--- src/common/uepc_pkg.sv ---
package uepc_pkg;

  // Register map, byte addresses on the AXI4-Lite port
  localparam int          ADDR_W       = 8;
  localparam int          DATA_W       = 32;
  localparam int          MAX_EP       = 16;
  localparam logic [7:0]  OFS_EP_BASE  = 8'h00;
  localparam logic [7:0]  OFS_INT_STAT = 8'h40;
  localparam logic [7:0]  OFS_INT_MASK = 8'h44;

  // Endpoint control field positions
  localparam int BIT_HSHK     = 0;
  localparam int BIT_STALL    = 1;
  localparam int BIT_TXEN     = 2;
  localparam int BIT_RXEN     = 3;
  localparam int BIT_CONDIS   = 4;
  localparam int BIT_NAK_RETRY_DISABLE = 6;
  localparam int BIT_LSDIR    = 7;

  localparam logic [7:0] EP_IMPL_MASK = 8'hDF;
  localparam logic [7:0] EP_RESET     = 8'h00;

  // Interrupt status layout
  localparam int         INT_W        = 2;
  localparam int         INT_REJECT   = 0;
  localparam int         INT_STALL    = 1;
  localparam logic [1:0] INT_RESET    = 2'h0;

  // AXI responses
  localparam logic [1:0] RESP_OKAY    = 2'h0;
  localparam logic [1:0] RESP_SLVERR  = 2'h2;

  typedef enum logic [1:0] {
    KIND_OUT   = 2'h0,
    KIND_IN    = 2'h1,
    KIND_SETUP = 2'h2
  } uepc_kind_e;

  function automatic logic uepc_addr_is_ep(input logic [ADDR_W-1:0] addr, input int n);
    uepc_addr_is_ep = (addr[1:0] == 2'h0) && (int'(addr[ADDR_W-1:2]) < n);
  endfunction

  function automatic logic [3:0] uepc_ep_index(input logic [ADDR_W-1:0] addr);
    uepc_ep_index = addr[5:2];
  endfunction

endpackage

--- src/common/uepc_pol_if.sv ---
`timescale 1ns/1ps
interface uepc_pol_if;
  import uepc_pkg::*;
  logic [7:0] ctrl;
  uepc_kind_e kind;
  logic       ep_is0;
  logic       host;
  logic       accept;
  logic       stall;
  logic       hshk;
  logic       lsdir;
  logic       retry_en;

  modport req (output ctrl, kind, ep_is0, host, input accept, stall, hshk, lsdir, retry_en);
  modport pol (input ctrl, kind, ep_is0, host, output accept, stall, hshk, lsdir, retry_en);
endinterface

--- src/design/uepc_policy.sv ---
`timescale 1ns/1ps
module uepc_policy
  import uepc_pkg::*;
(
  // Decision request and result
  uepc_pol_if.pol p
);

  logic rx_en;
  logic tx_en;
  logic dir_ok;

  always_comb
  begin
    rx_en = p.ctrl[BIT_RXEN];
    tx_en = p.ctrl[BIT_TXEN];
    case (p.kind)
      KIND_OUT:
        dir_ok = rx_en;
      KIND_IN:
        dir_ok = tx_en;
      KIND_SETUP:
        // Disable bit only counts on a bidirectional endpoint
        dir_ok = rx_en && !(rx_en && tx_en && p.ctrl[BIT_CONDIS]);
      default:
        dir_ok = 1'b0;
    endcase
    p.stall    = p.ctrl[BIT_STALL];
    p.accept   = dir_ok && !p.ctrl[BIT_STALL];
    p.hshk     = p.ctrl[BIT_HSHK];
    p.lsdir    = p.host && p.ep_is0 && p.ctrl[BIT_LSDIR];
    p.retry_en = p.host && p.ep_is0 && !p.ctrl[BIT_NAK_RETRY_DISABLE];
  end

endmodule

--- src/design/uepc_irq.sv ---
`timescale 1ns/1ps
module uepc_irq
  import uepc_pkg::*;
#(
  parameter int W = INT_W
)
(
  // Clock and reset
  input  wire logic         aclk,
  input  wire logic         aresetn,
  // Events and software access
  input  wire logic [W-1:0] evt,
  input  wire logic [W-1:0] clr,
  input  wire logic         mask_we,
  input  wire logic [W-1:0] mask_wdata,
  // State
  output logic      [W-1:0] status_q,
  output logic      [W-1:0] mask_q,
  output logic              irq_q
);

  logic [W-1:0] status_d;
  logic [W-1:0] mask_d;
  logic         irq_d;

  always_comb
  begin
    // Set beats a simultaneous clear
    status_d = (status_q & ~clr) | evt;
    mask_d   = mask_we ? mask_wdata : mask_q;
    irq_d    = |(status_d & mask_d);
  end

  always_ff @(posedge aclk)
  begin
    if (!aresetn)
    begin
      status_q <= W'(INT_RESET);
      mask_q   <= W'(INT_RESET);
      irq_q    <= 1'b0;
    end
    else
    begin
      status_q <= status_d;
      mask_q   <= mask_d;
      irq_q    <= irq_d;
    end
  end

endmodule

--- src/design/uepc_top.sv ---
// Functional notes
// - Host mode, endpoint 0: bit 7 set allows direct low-speed connection, else hub needed.
// - Host mode, endpoint 0: bit 6 clear retries NAKed transactions in hardware.
// - Bidirectional endpoint: bit 4 set refuses SETUP, clear allows SETUP too.
// - Bit 4 is ignored unless both transmit and receive are enabled.
// - Bit 3 set permits reception on the endpoint, clear blocks it.
// - Bit 2 set permits transmission on the endpoint, clear blocks it.
// - Bit 1 reads one once the endpoint has been stalled.
// - Bit 0 enables handshake packets; clear for isochronous endpoints.
// - Bits 31 to 8 and bit 5 always read zero.
// - One control register per endpoint 0..15, each governing its own endpoint, except endpoint 0's bit 6, which governs NAK retries on every endpoint.
`timescale 1ns/1ps
module uepc_top
  import uepc_pkg::*;
#(
  parameter int NUM_EP = MAX_EP
)
(
  // Clock and reset
  input  wire logic              aclk,
  input  wire logic              aresetn,
  // AXI4-Lite write address
  input  wire logic              s_axi_awvalid,
  output logic                   s_axi_awready,
  input  wire logic [ADDR_W-1:0] s_axi_awaddr,
  input  wire logic [2:0]        s_axi_awprot,
  // AXI4-Lite write data
  input  wire logic              s_axi_wvalid,
  output logic                   s_axi_wready,
  input  wire logic [DATA_W-1:0] s_axi_wdata,
  input  wire logic [3:0]        s_axi_wstrb,
  // AXI4-Lite write response
  output logic                   s_axi_bvalid,
  input  wire logic              s_axi_bready,
  output logic      [1:0]        s_axi_bresp,
  // AXI4-Lite read address
  input  wire logic              s_axi_arvalid,
  output logic                   s_axi_arready,
  input  wire logic [ADDR_W-1:0] s_axi_araddr,
  input  wire logic [2:0]        s_axi_arprot,
  // AXI4-Lite read data
  output logic                   s_axi_rvalid,
  input  wire logic              s_axi_rready,
  output logic      [DATA_W-1:0] s_axi_rdata,
  output logic      [1:0]        s_axi_rresp,
  // Protocol engine side
  input  wire logic              host_mode,
  input  wire logic              tok_valid,
  input  wire logic [3:0]        tok_ep,
  input  wire logic [1:0]        tok_kind,
  input  wire logic              stall_evt,
  input  wire logic [3:0]        stall_ep,
  input  wire logic              nak_seen,
  // Decisions
  output logic                   dec_valid,
  output logic                   dec_accept,
  output logic                   dec_stall,
  output logic                   dec_handshake,
  output logic                   dec_low_speed_direct,
  output logic                   retry_req,
  // Interrupt
  output logic                   irq
);

  // Elaboration check: the register map holds at most MAX_EP endpoints
  if (NUM_EP < 1 || NUM_EP > MAX_EP)
  begin : g_num_ep_bad
    $error("NUM_EP out of range");
  end

  // Endpoint registers
  logic [7:0] ep_q [NUM_EP];
  logic [7:0] ep_d [NUM_EP];

  // Write channel state
  logic              aw_hold_q;
  logic              aw_hold_d;
  logic [ADDR_W-1:0] aw_addr_q;
  logic [ADDR_W-1:0] aw_addr_d;
  logic              w_hold_q;
  logic              w_hold_d;
  logic [DATA_W-1:0] w_data_q;
  logic [DATA_W-1:0] w_data_d;
  logic [3:0]        w_strb_q;
  logic [3:0]        w_strb_d;
  logic              awready_q;
  logic              awready_d;
  logic              wready_q;
  logic              wready_d;
  logic              bvalid_q;
  logic              bvalid_d;
  logic [1:0]        bresp_q;
  logic [1:0]        bresp_d;

  // Read channel state
  logic              arready_q;
  logic              arready_d;
  logic              rvalid_q;
  logic              rvalid_d;
  logic [DATA_W-1:0] rdata_q;
  logic [DATA_W-1:0] rdata_d;
  logic [1:0]        rresp_q;
  logic [1:0]        rresp_d;

  // Decision outputs
  logic dec_valid_q;
  logic dec_valid_d;
  logic dec_accept_q;
  logic dec_accept_d;
  logic dec_stall_q;
  logic dec_stall_d;
  logic dec_hshk_q;
  logic dec_hshk_d;
  logic dec_lsdir_q;
  logic dec_lsdir_d;
  logic retry_q;
  logic retry_d;

  // Interrupt hookup
  logic             do_write;
  logic [INT_W-1:0] evt;
  logic [INT_W-1:0] int_clr;
  logic             mask_we;
  logic [INT_W-1:0] int_status;
  logic [INT_W-1:0] int_mask;
  logic             irq_q;
  logic             tok_in_range;

  uepc_pol_if pol_if ();

  uepc_policy u_policy (
    .p (pol_if.pol)
  );

  uepc_irq #(
    .W (INT_W)
  ) u_irq (
    .aclk       (aclk),
    .aresetn    (aresetn),
    .evt        (evt),
    .clr        (int_clr),
    .mask_we    (mask_we),
    .mask_wdata (w_data_q[INT_W-1:0]),
    .status_q   (int_status),
    .mask_q     (int_mask),
    .irq_q      (irq_q)
  );

  // Token lookup; tokens beyond NUM_EP see an all-disabled endpoint
  always_comb
  begin
    tok_in_range  = int'(tok_ep) < NUM_EP;
    pol_if.ctrl   = tok_in_range ? ep_q[tok_ep] : EP_RESET;
    pol_if.kind   = uepc_kind_e'(tok_kind);
    pol_if.ep_is0 = (tok_ep == 4'h0);
    pol_if.host   = host_mode;
  end

  // Write path: address and data taken in either order, one write in flight
  always_comb
  begin
    aw_hold_d = aw_hold_q;
    aw_addr_d = aw_addr_q;
    w_hold_d  = w_hold_q;
    w_data_d  = w_data_q;
    w_strb_d  = w_strb_q;
    bvalid_d  = bvalid_q;
    bresp_d   = bresp_q;
    do_write  = aw_hold_q && w_hold_q && !bvalid_q;
    if (s_axi_awvalid && awready_q)
    begin
      aw_hold_d = 1'b1;
      aw_addr_d = s_axi_awaddr;
    end
    if (s_axi_wvalid && wready_q)
    begin
      w_hold_d = 1'b1;
      w_data_d = s_axi_wdata;
      w_strb_d = s_axi_wstrb;
    end
    if (do_write)
    begin
      aw_hold_d = 1'b0;
      w_hold_d  = 1'b0;
      bvalid_d  = 1'b1;
      if (uepc_addr_is_ep(aw_addr_q, NUM_EP) || aw_addr_q == OFS_INT_STAT || aw_addr_q == OFS_INT_MASK)
        bresp_d = RESP_OKAY;
      else
        bresp_d = RESP_SLVERR;
    end
    else if (bvalid_q && s_axi_bready)
    begin
      bvalid_d = 1'b0;
    end
    awready_d = !aw_hold_d && !bvalid_d;
    wready_d  = !w_hold_d && !bvalid_d;
  end

  // Endpoint register update; a hardware stall wins over a software write
  always_comb
  begin
    for (int i = 0; i < NUM_EP; i++)
    begin
      ep_d[i] = ep_q[i];
      if (do_write && w_strb_q[0] && uepc_addr_is_ep(aw_addr_q, NUM_EP) && int'(uepc_ep_index(aw_addr_q)) == i)
        ep_d[i] = w_data_q[7:0] & EP_IMPL_MASK;
      if (stall_evt && int'(stall_ep) == i)
        ep_d[i][BIT_STALL] = 1'b1;
    end
  end

  // Interrupt events and software access
  always_comb
  begin
    evt              = '0;
    evt[INT_REJECT]  = tok_valid && !pol_if.accept && !pol_if.stall;
    evt[INT_STALL]   = stall_evt;
    int_clr          = '0;
    mask_we          = 1'b0;
    if (do_write && w_strb_q[0] && aw_addr_q == OFS_INT_STAT)
      int_clr = w_data_q[INT_W-1:0];
    if (do_write && w_strb_q[0] && aw_addr_q == OFS_INT_MASK)
      mask_we = 1'b1;
  end

  // Read path: data answered the cycle after the address is taken
  always_comb
  begin
    rvalid_d = rvalid_q;
    rdata_d  = rdata_q;
    rresp_d  = rresp_q;
    if (s_axi_arvalid && arready_q)
    begin
      rvalid_d = 1'b1;
      rresp_d  = RESP_OKAY;
      rdata_d  = '0;
      if (uepc_addr_is_ep(s_axi_araddr, NUM_EP))
        rdata_d = {24'h000000, ep_q[uepc_ep_index(s_axi_araddr)] & EP_IMPL_MASK};
      else if (s_axi_araddr == OFS_INT_STAT)
        rdata_d = {{(DATA_W-INT_W){1'b0}}, int_status};
      else if (s_axi_araddr == OFS_INT_MASK)
        rdata_d = {{(DATA_W-INT_W){1'b0}}, int_mask};
      else
        rresp_d = RESP_SLVERR;
    end
    else if (rvalid_q && s_axi_rready)
    begin
      rvalid_d = 1'b0;
    end
    arready_d = !rvalid_d;
  end

  // Decisions toward the protocol engine, one cycle after the token
  always_comb
  begin
    dec_valid_d  = tok_valid;
    dec_accept_d = tok_valid && pol_if.accept;
    dec_stall_d  = tok_valid && pol_if.stall;
    dec_hshk_d   = tok_valid && pol_if.hshk;
    dec_lsdir_d  = tok_valid && pol_if.lsdir;
    // NAK retries in host mode follow endpoint 0's bit 6, whichever endpoint NAKed
    retry_d      = nak_seen && host_mode && !ep_q[0][BIT_NAK_RETRY_DISABLE];
  end

  always_ff @(posedge aclk)
  begin
    if (!aresetn)
    begin
      for (int i = 0; i < NUM_EP; i++)
        ep_q[i] <= EP_RESET;
      aw_hold_q    <= 1'b0;
      aw_addr_q    <= '0;
      w_hold_q     <= 1'b0;
      w_data_q     <= '0;
      w_strb_q     <= 4'h0;
      awready_q    <= 1'b0;
      wready_q     <= 1'b0;
      bvalid_q     <= 1'b0;
      bresp_q      <= RESP_OKAY;
      arready_q    <= 1'b0;
      rvalid_q     <= 1'b0;
      rdata_q      <= '0;
      rresp_q      <= RESP_OKAY;
      dec_valid_q  <= 1'b0;
      dec_accept_q <= 1'b0;
      dec_stall_q  <= 1'b0;
      dec_hshk_q   <= 1'b0;
      dec_lsdir_q  <= 1'b0;
      retry_q      <= 1'b0;
    end
    else
    begin
      for (int i = 0; i < NUM_EP; i++)
        ep_q[i] <= ep_d[i];
      aw_hold_q    <= aw_hold_d;
      aw_addr_q    <= aw_addr_d;
      w_hold_q     <= w_hold_d;
      w_data_q     <= w_data_d;
      w_strb_q     <= w_strb_d;
      awready_q    <= awready_d;
      wready_q     <= wready_d;
      bvalid_q     <= bvalid_d;
      bresp_q      <= bresp_d;
      arready_q    <= arready_d;
      rvalid_q     <= rvalid_d;
      rdata_q      <= rdata_d;
      rresp_q      <= rresp_d;
      dec_valid_q  <= dec_valid_d;
      dec_accept_q <= dec_accept_d;
      dec_stall_q  <= dec_stall_d;
      dec_hshk_q   <= dec_hshk_d;
      dec_lsdir_q  <= dec_lsdir_d;
      retry_q      <= retry_d;
    end
  end

  assign s_axi_awready        = awready_q;
  assign s_axi_wready         = wready_q;
  assign s_axi_bvalid         = bvalid_q;
  assign s_axi_bresp          = bresp_q;
  assign s_axi_arready        = arready_q;
  assign s_axi_rvalid         = rvalid_q;
  assign s_axi_rdata          = rdata_q;
  assign s_axi_rresp          = rresp_q;
  assign dec_valid            = dec_valid_q;
  assign dec_accept           = dec_accept_q;
  assign dec_stall            = dec_stall_q;
  assign dec_handshake        = dec_hshk_q;
  assign dec_low_speed_direct = dec_lsdir_q;
  assign retry_req            = retry_q;
  assign irq                  = irq_q;

endmodule

--- config.mk ---
export PLATFORM = sky130hd
export DESIGN_NAME = uepc_top
export DESIGN_NICKNAME = d
export VERILOG_FILES = /design/src/common/uepc_pkg.sv /design/src/common/uepc_pol_if.sv /design/src/design/uepc_policy.sv /design/src/design/uepc_irq.sv /design/src/design/uepc_top.sv
export SDC_FILE = /design/constraint.sdc
export NUM_CORES = 1
export LEC_CHECK = 0
export ABC_AREA = 1
export BUFFER_PORTS_ARGS = -buffer_cell sky130_fd_sc_hd__buf_2
export CORE_MARGIN = 5
export CORE_UTILIZATION = 53
export DETAILED_ROUTE_END_ITERATION = 8
export GPL_TIMING_DRIVEN = 0
export PLACE_DENSITY = 0.85
export SLEW_MARGIN = 0
export SYNTH_ARGS = -nofsm -noshare
export SYNTH_HDL_FRONTEND = slang
export SYNTH_HIERARCHICAL = 1
export SYNTH_SLANG_ARGS = --single-unit
--- constraint.sdc ---
create_clock -name aclk -period 3.7 [get_ports aclk]
set_input_delay 0.185 -clock aclk [delete_from_list [all_inputs] [get_ports aclk]]
set_output_delay 0.185 -clock aclk [all_outputs]
set_load 0.1 [all_outputs]
Yosys cells after proc, flatten, opt, wreduce, memory -nomap -nowiden
Memories as Yosys holds them, arrays and structs flattened.
Cells that the tools add are included.

cells by class
  order comparisons = 2
  equal/unequal tests = 66
  muxes and demuxes = 99
  bitwise operators = 50
  reduce and logical (&&, ||, !) cells = 109

operator list
  kind                  count
  $mux W8               18
  $mux W6               15
  $eq A4 B4 Y1 const B  16
  $logic_and A1 B1 Y1   61
  $reduce_and A2 Y1     30
  $mux W1               57
  $or A1 B1 Y1          46
  $eq A4 B3 Y1 const B  8
  $eq A8 B7 Y1 const B  4
  $ne A2 B2 Y1 const B  15
  $eq A4 B2 Y1 const B  4
  $mux W2               8
  $ne A1 B1 Y1 const B  15
  $logic_not A4 Y1      3
  $lt A6 B5 Y1 const B  2
  $logic_not A1 Y1      9
  $eq A4 B1 Y1 const B  2
  $logic_not A2 Y1      3
  $and A2 B2 Y2         2
  $pmux W1 S3           1
  $eq A2 B1 Y1 const B  1
  $eq A2 B2 Y1 const B  1
  $logic_or A1 B1 Y1    2
  $not A2 Y2            1
  other kinds (2)       2

word-level totals
  register bits = 71
  bits in writable memories = 128
  bits of input ports = 79
  output and inout bits = 48
  word-level logic and storage cells = 349
  memories = 1

memories
  name  words  width  read ports  clocked after Yosys merged registers in  wr ports  RTL line        text
  ep_q  16     8      3           0                                        16        uepc_top.sv:72  logic [7:0] ep_q [NUM_EP];

Depth between registers and ports, before layout
An unclocked memory read counts as a cell.

  word-level depth = 13
  depth in mapped cells = 19
  depth with buffers taken out = 17

By module
Netlist, hierarchy kept.

modules (own cells, without submodules)
  module       instances  cells each  area an instance (um^2)  seq. area each (um^2)
  uepc_top     1          1027        8037.7                   4053.9
  uepc_irq     1          28          198.9                    100.1
  uepc_policy  1          15          67.6                     0.0

Worst setup path after synthesis
No wires, ideal clock.

  path kind = reg-to-reg
  from = register bvalid_q (netlist: s_axi_bvalid)
  to = memory ep_q[4][0] (enable)
  library setup time = 0.318 ns
  arrival time = 1.893 ns
  required time = 3.382 ns
  setup slack = 1.489 ns
  cell stages (with the launch flop) = 7
  buffers on the path = 0
  period minus slack after synthesis = 2.211 ns
  cell sequence = dfxtp_1 > nand3b_4 > nor2_4 > nand2_4 > nor3_4 > nand2_4 > nand2_1

RTL lines
  what                    RTL line         text
  start, declared         uepc_top.sv:90   logic bvalid_q;
  start signal, assigned  uepc_top.sv:302  bvalid_q <= bvalid_d;
  end, declared           uepc_top.sv:72

==> metrics.txt <==
IO Count 127; initial DRC count 1432; clock insertion delay at the later pin of the skew report 0.43 ns; CTS tree built; slew margin rel. 38.3%; CTS Hold Buffers Added 5; crit path DAT 2.29 ns; core area 15200 um^2; DIE WIDTH 134 um; grt total ovfl 0; first-pass GRT wire length 39900 um; Leak Pwr 4.15 nW; PostCTS Resize Cnt 0; most used routing layer met2; met3 GRT Util 7.61%; Placer Congestion 1.06; layout cell share with drive strength beyond 1 12.6%; worst reg-to-reg path cell count 6; Layout Cells excl Fill 1355; largest net degree at the start of global routing 17; Hold Path Depth 3; critical path required time 3.79 ns; Nets 1233; synth warn 6; Pwr Total 4.36 mW; WHS 0.0110 ns; Syn Std Cell Area 8180 um^2; Initial Utilization 53.8%; Least-Margin Pin Slew 0.919 ns; Routed Antenna Nets 0; initial antenna violation count 0; Clock Skew 0.00688 ns; CP Class reg -> reg; drt drc 1; row cnt 45; Max-Cap Viols 0; Num CTS Buffers 17; ant diodes 0; die height 134 um; Setup violations, final 0; die area 18000 um^2; violated checks DRC; First-pass DRT Iterations 9; final period utilization 59.2%; hold crit path type in -> reg; CTS H-Tree Depth 4; clock sinks 155; grt met1 use 37.1%; dpl hpwl 18600 um; crit path max fanout 8; crit path time final 2.19 ns; CP Launch Type flip-flop; GRT Util Overall 28.9%; status complete, but fails checks; Total Wirelength 26000 um; Clock transition at path regs 0.06 ns; final setup TNS 0 ns; vias in the first global route 7444; deepest clock path buffer count 2; DP Cell Count 1318; GR Util met2 43.2%; Post-Syn Instances 1045; via count 8025; I/O Buffers 59; clock tree root driver cell clkbuf_16; WL/cell 19.2 um; Max Slew Vio Count 0; P per Cell Area 462 nW/um^2; post-CTS setup buffers 0; Max Freq 457 MHz; mean post-synth cell area 7.83 um^2; Layout area overhead 15.3%; Final Hold Fails 0; Peak VDD IR 0.000374 V; RSZ-0062 raised after global routing no; CP endpoint kind flip-flop; Vias/cell 5.92
-- metal layers --
metal / vias to the layer above / part of all wire (%) / wire length, um
met5: - / 0 / 0
met4: 0 / 6.2 / 1620
met3: 144 / 14 / 3680
met2: 658 / 44 / 11500
met1: 3590 / 36 / 9280
li1: 3633 / - / -
-- registers in the layout, indices dropped and copies added, names as in the netlist, 2 cells and up --
name	cells
ep_q	112
s_axi_rdata	7
u_irq/mask_q	2
u_irq/status_q	2
w_data_q	7
aw_addr_q	8
-- final cells by class --
cell class                 count  area [um^2]
buffer                        84          439
clock buffer                  21          493
clock inverter                11         80.1
fill                        1291         5770
inverter                     117          439
multi-input combinational    715         3250
sequential                   155         4150
tap                          188          235
timing repair buffer          64          345
-- final timing paths --
path,startpoint,end,slack [ns]
setup / recovery,w_hold_q,ep_q[9][4],1.51
hold / removal,s_axi_awaddr[0],aw_addr_q[0],0.01
setup reg to reg,w_hold_q,ep_q[9][4],1.51
hold reg to reg,s_axi_rdata[6],s_axi_rdata[6],0.46
-- critical path, cell delays in order (launching register included) --
cell and delay, ns:
dfxtp_1 0.41, nand3b_4 0.15, nor2_4 0.16, nand2_4 0.10, nor3_2 0.27, nand2_1 0.35
nand2_1 0.41
-- power by group --
group          internal, mW  switching (mW)  leakage, nW
clock network         0.961           0.722        0.289
registers              1.93          0.0490         1.50
logic                 0.160           0.539         2.37
total                  3.05            1.31         4.15
-- through the flow --
stage | cell area, um^2 | worst slack, ns | util, %
final | 9440 | 1.51 | 62.1
after detailed placement | 8810 | 1.27 | 58.0
after global routing | 9440 | 1.42 | 62.1
after CTS | 9440 | 1.59 | 62.1
after global placement | 8810 | 1.31 | 58.0
after floorplan | 8280 | 1.49 | -
-- cells in the final DEF, fill, tap and decap left out, drive strengths merged --
| cell type | count |
|---|---|
| clkinv | 10 |
| nand4 | 4 |
| nor2 | 136 |
| a21oi | 83 |
| dlygate4sd3 | 5 |
| nor3 | 10 |
| buf | 106 |
| o211ai | 16 |
| dfxtp | 50 |
| conb | 27 |
| inv | 118 |
| o22ai | 2 |
| edfxtp | 105 |
| nand3 | 125 |
| nand3b | 1 |
| nor4 | 2 |
| clkbuf | 58 |
| o21ai | 89 |
| nand2 | 220 |
No activity file was read; power rests on OpenSTA's default activity.
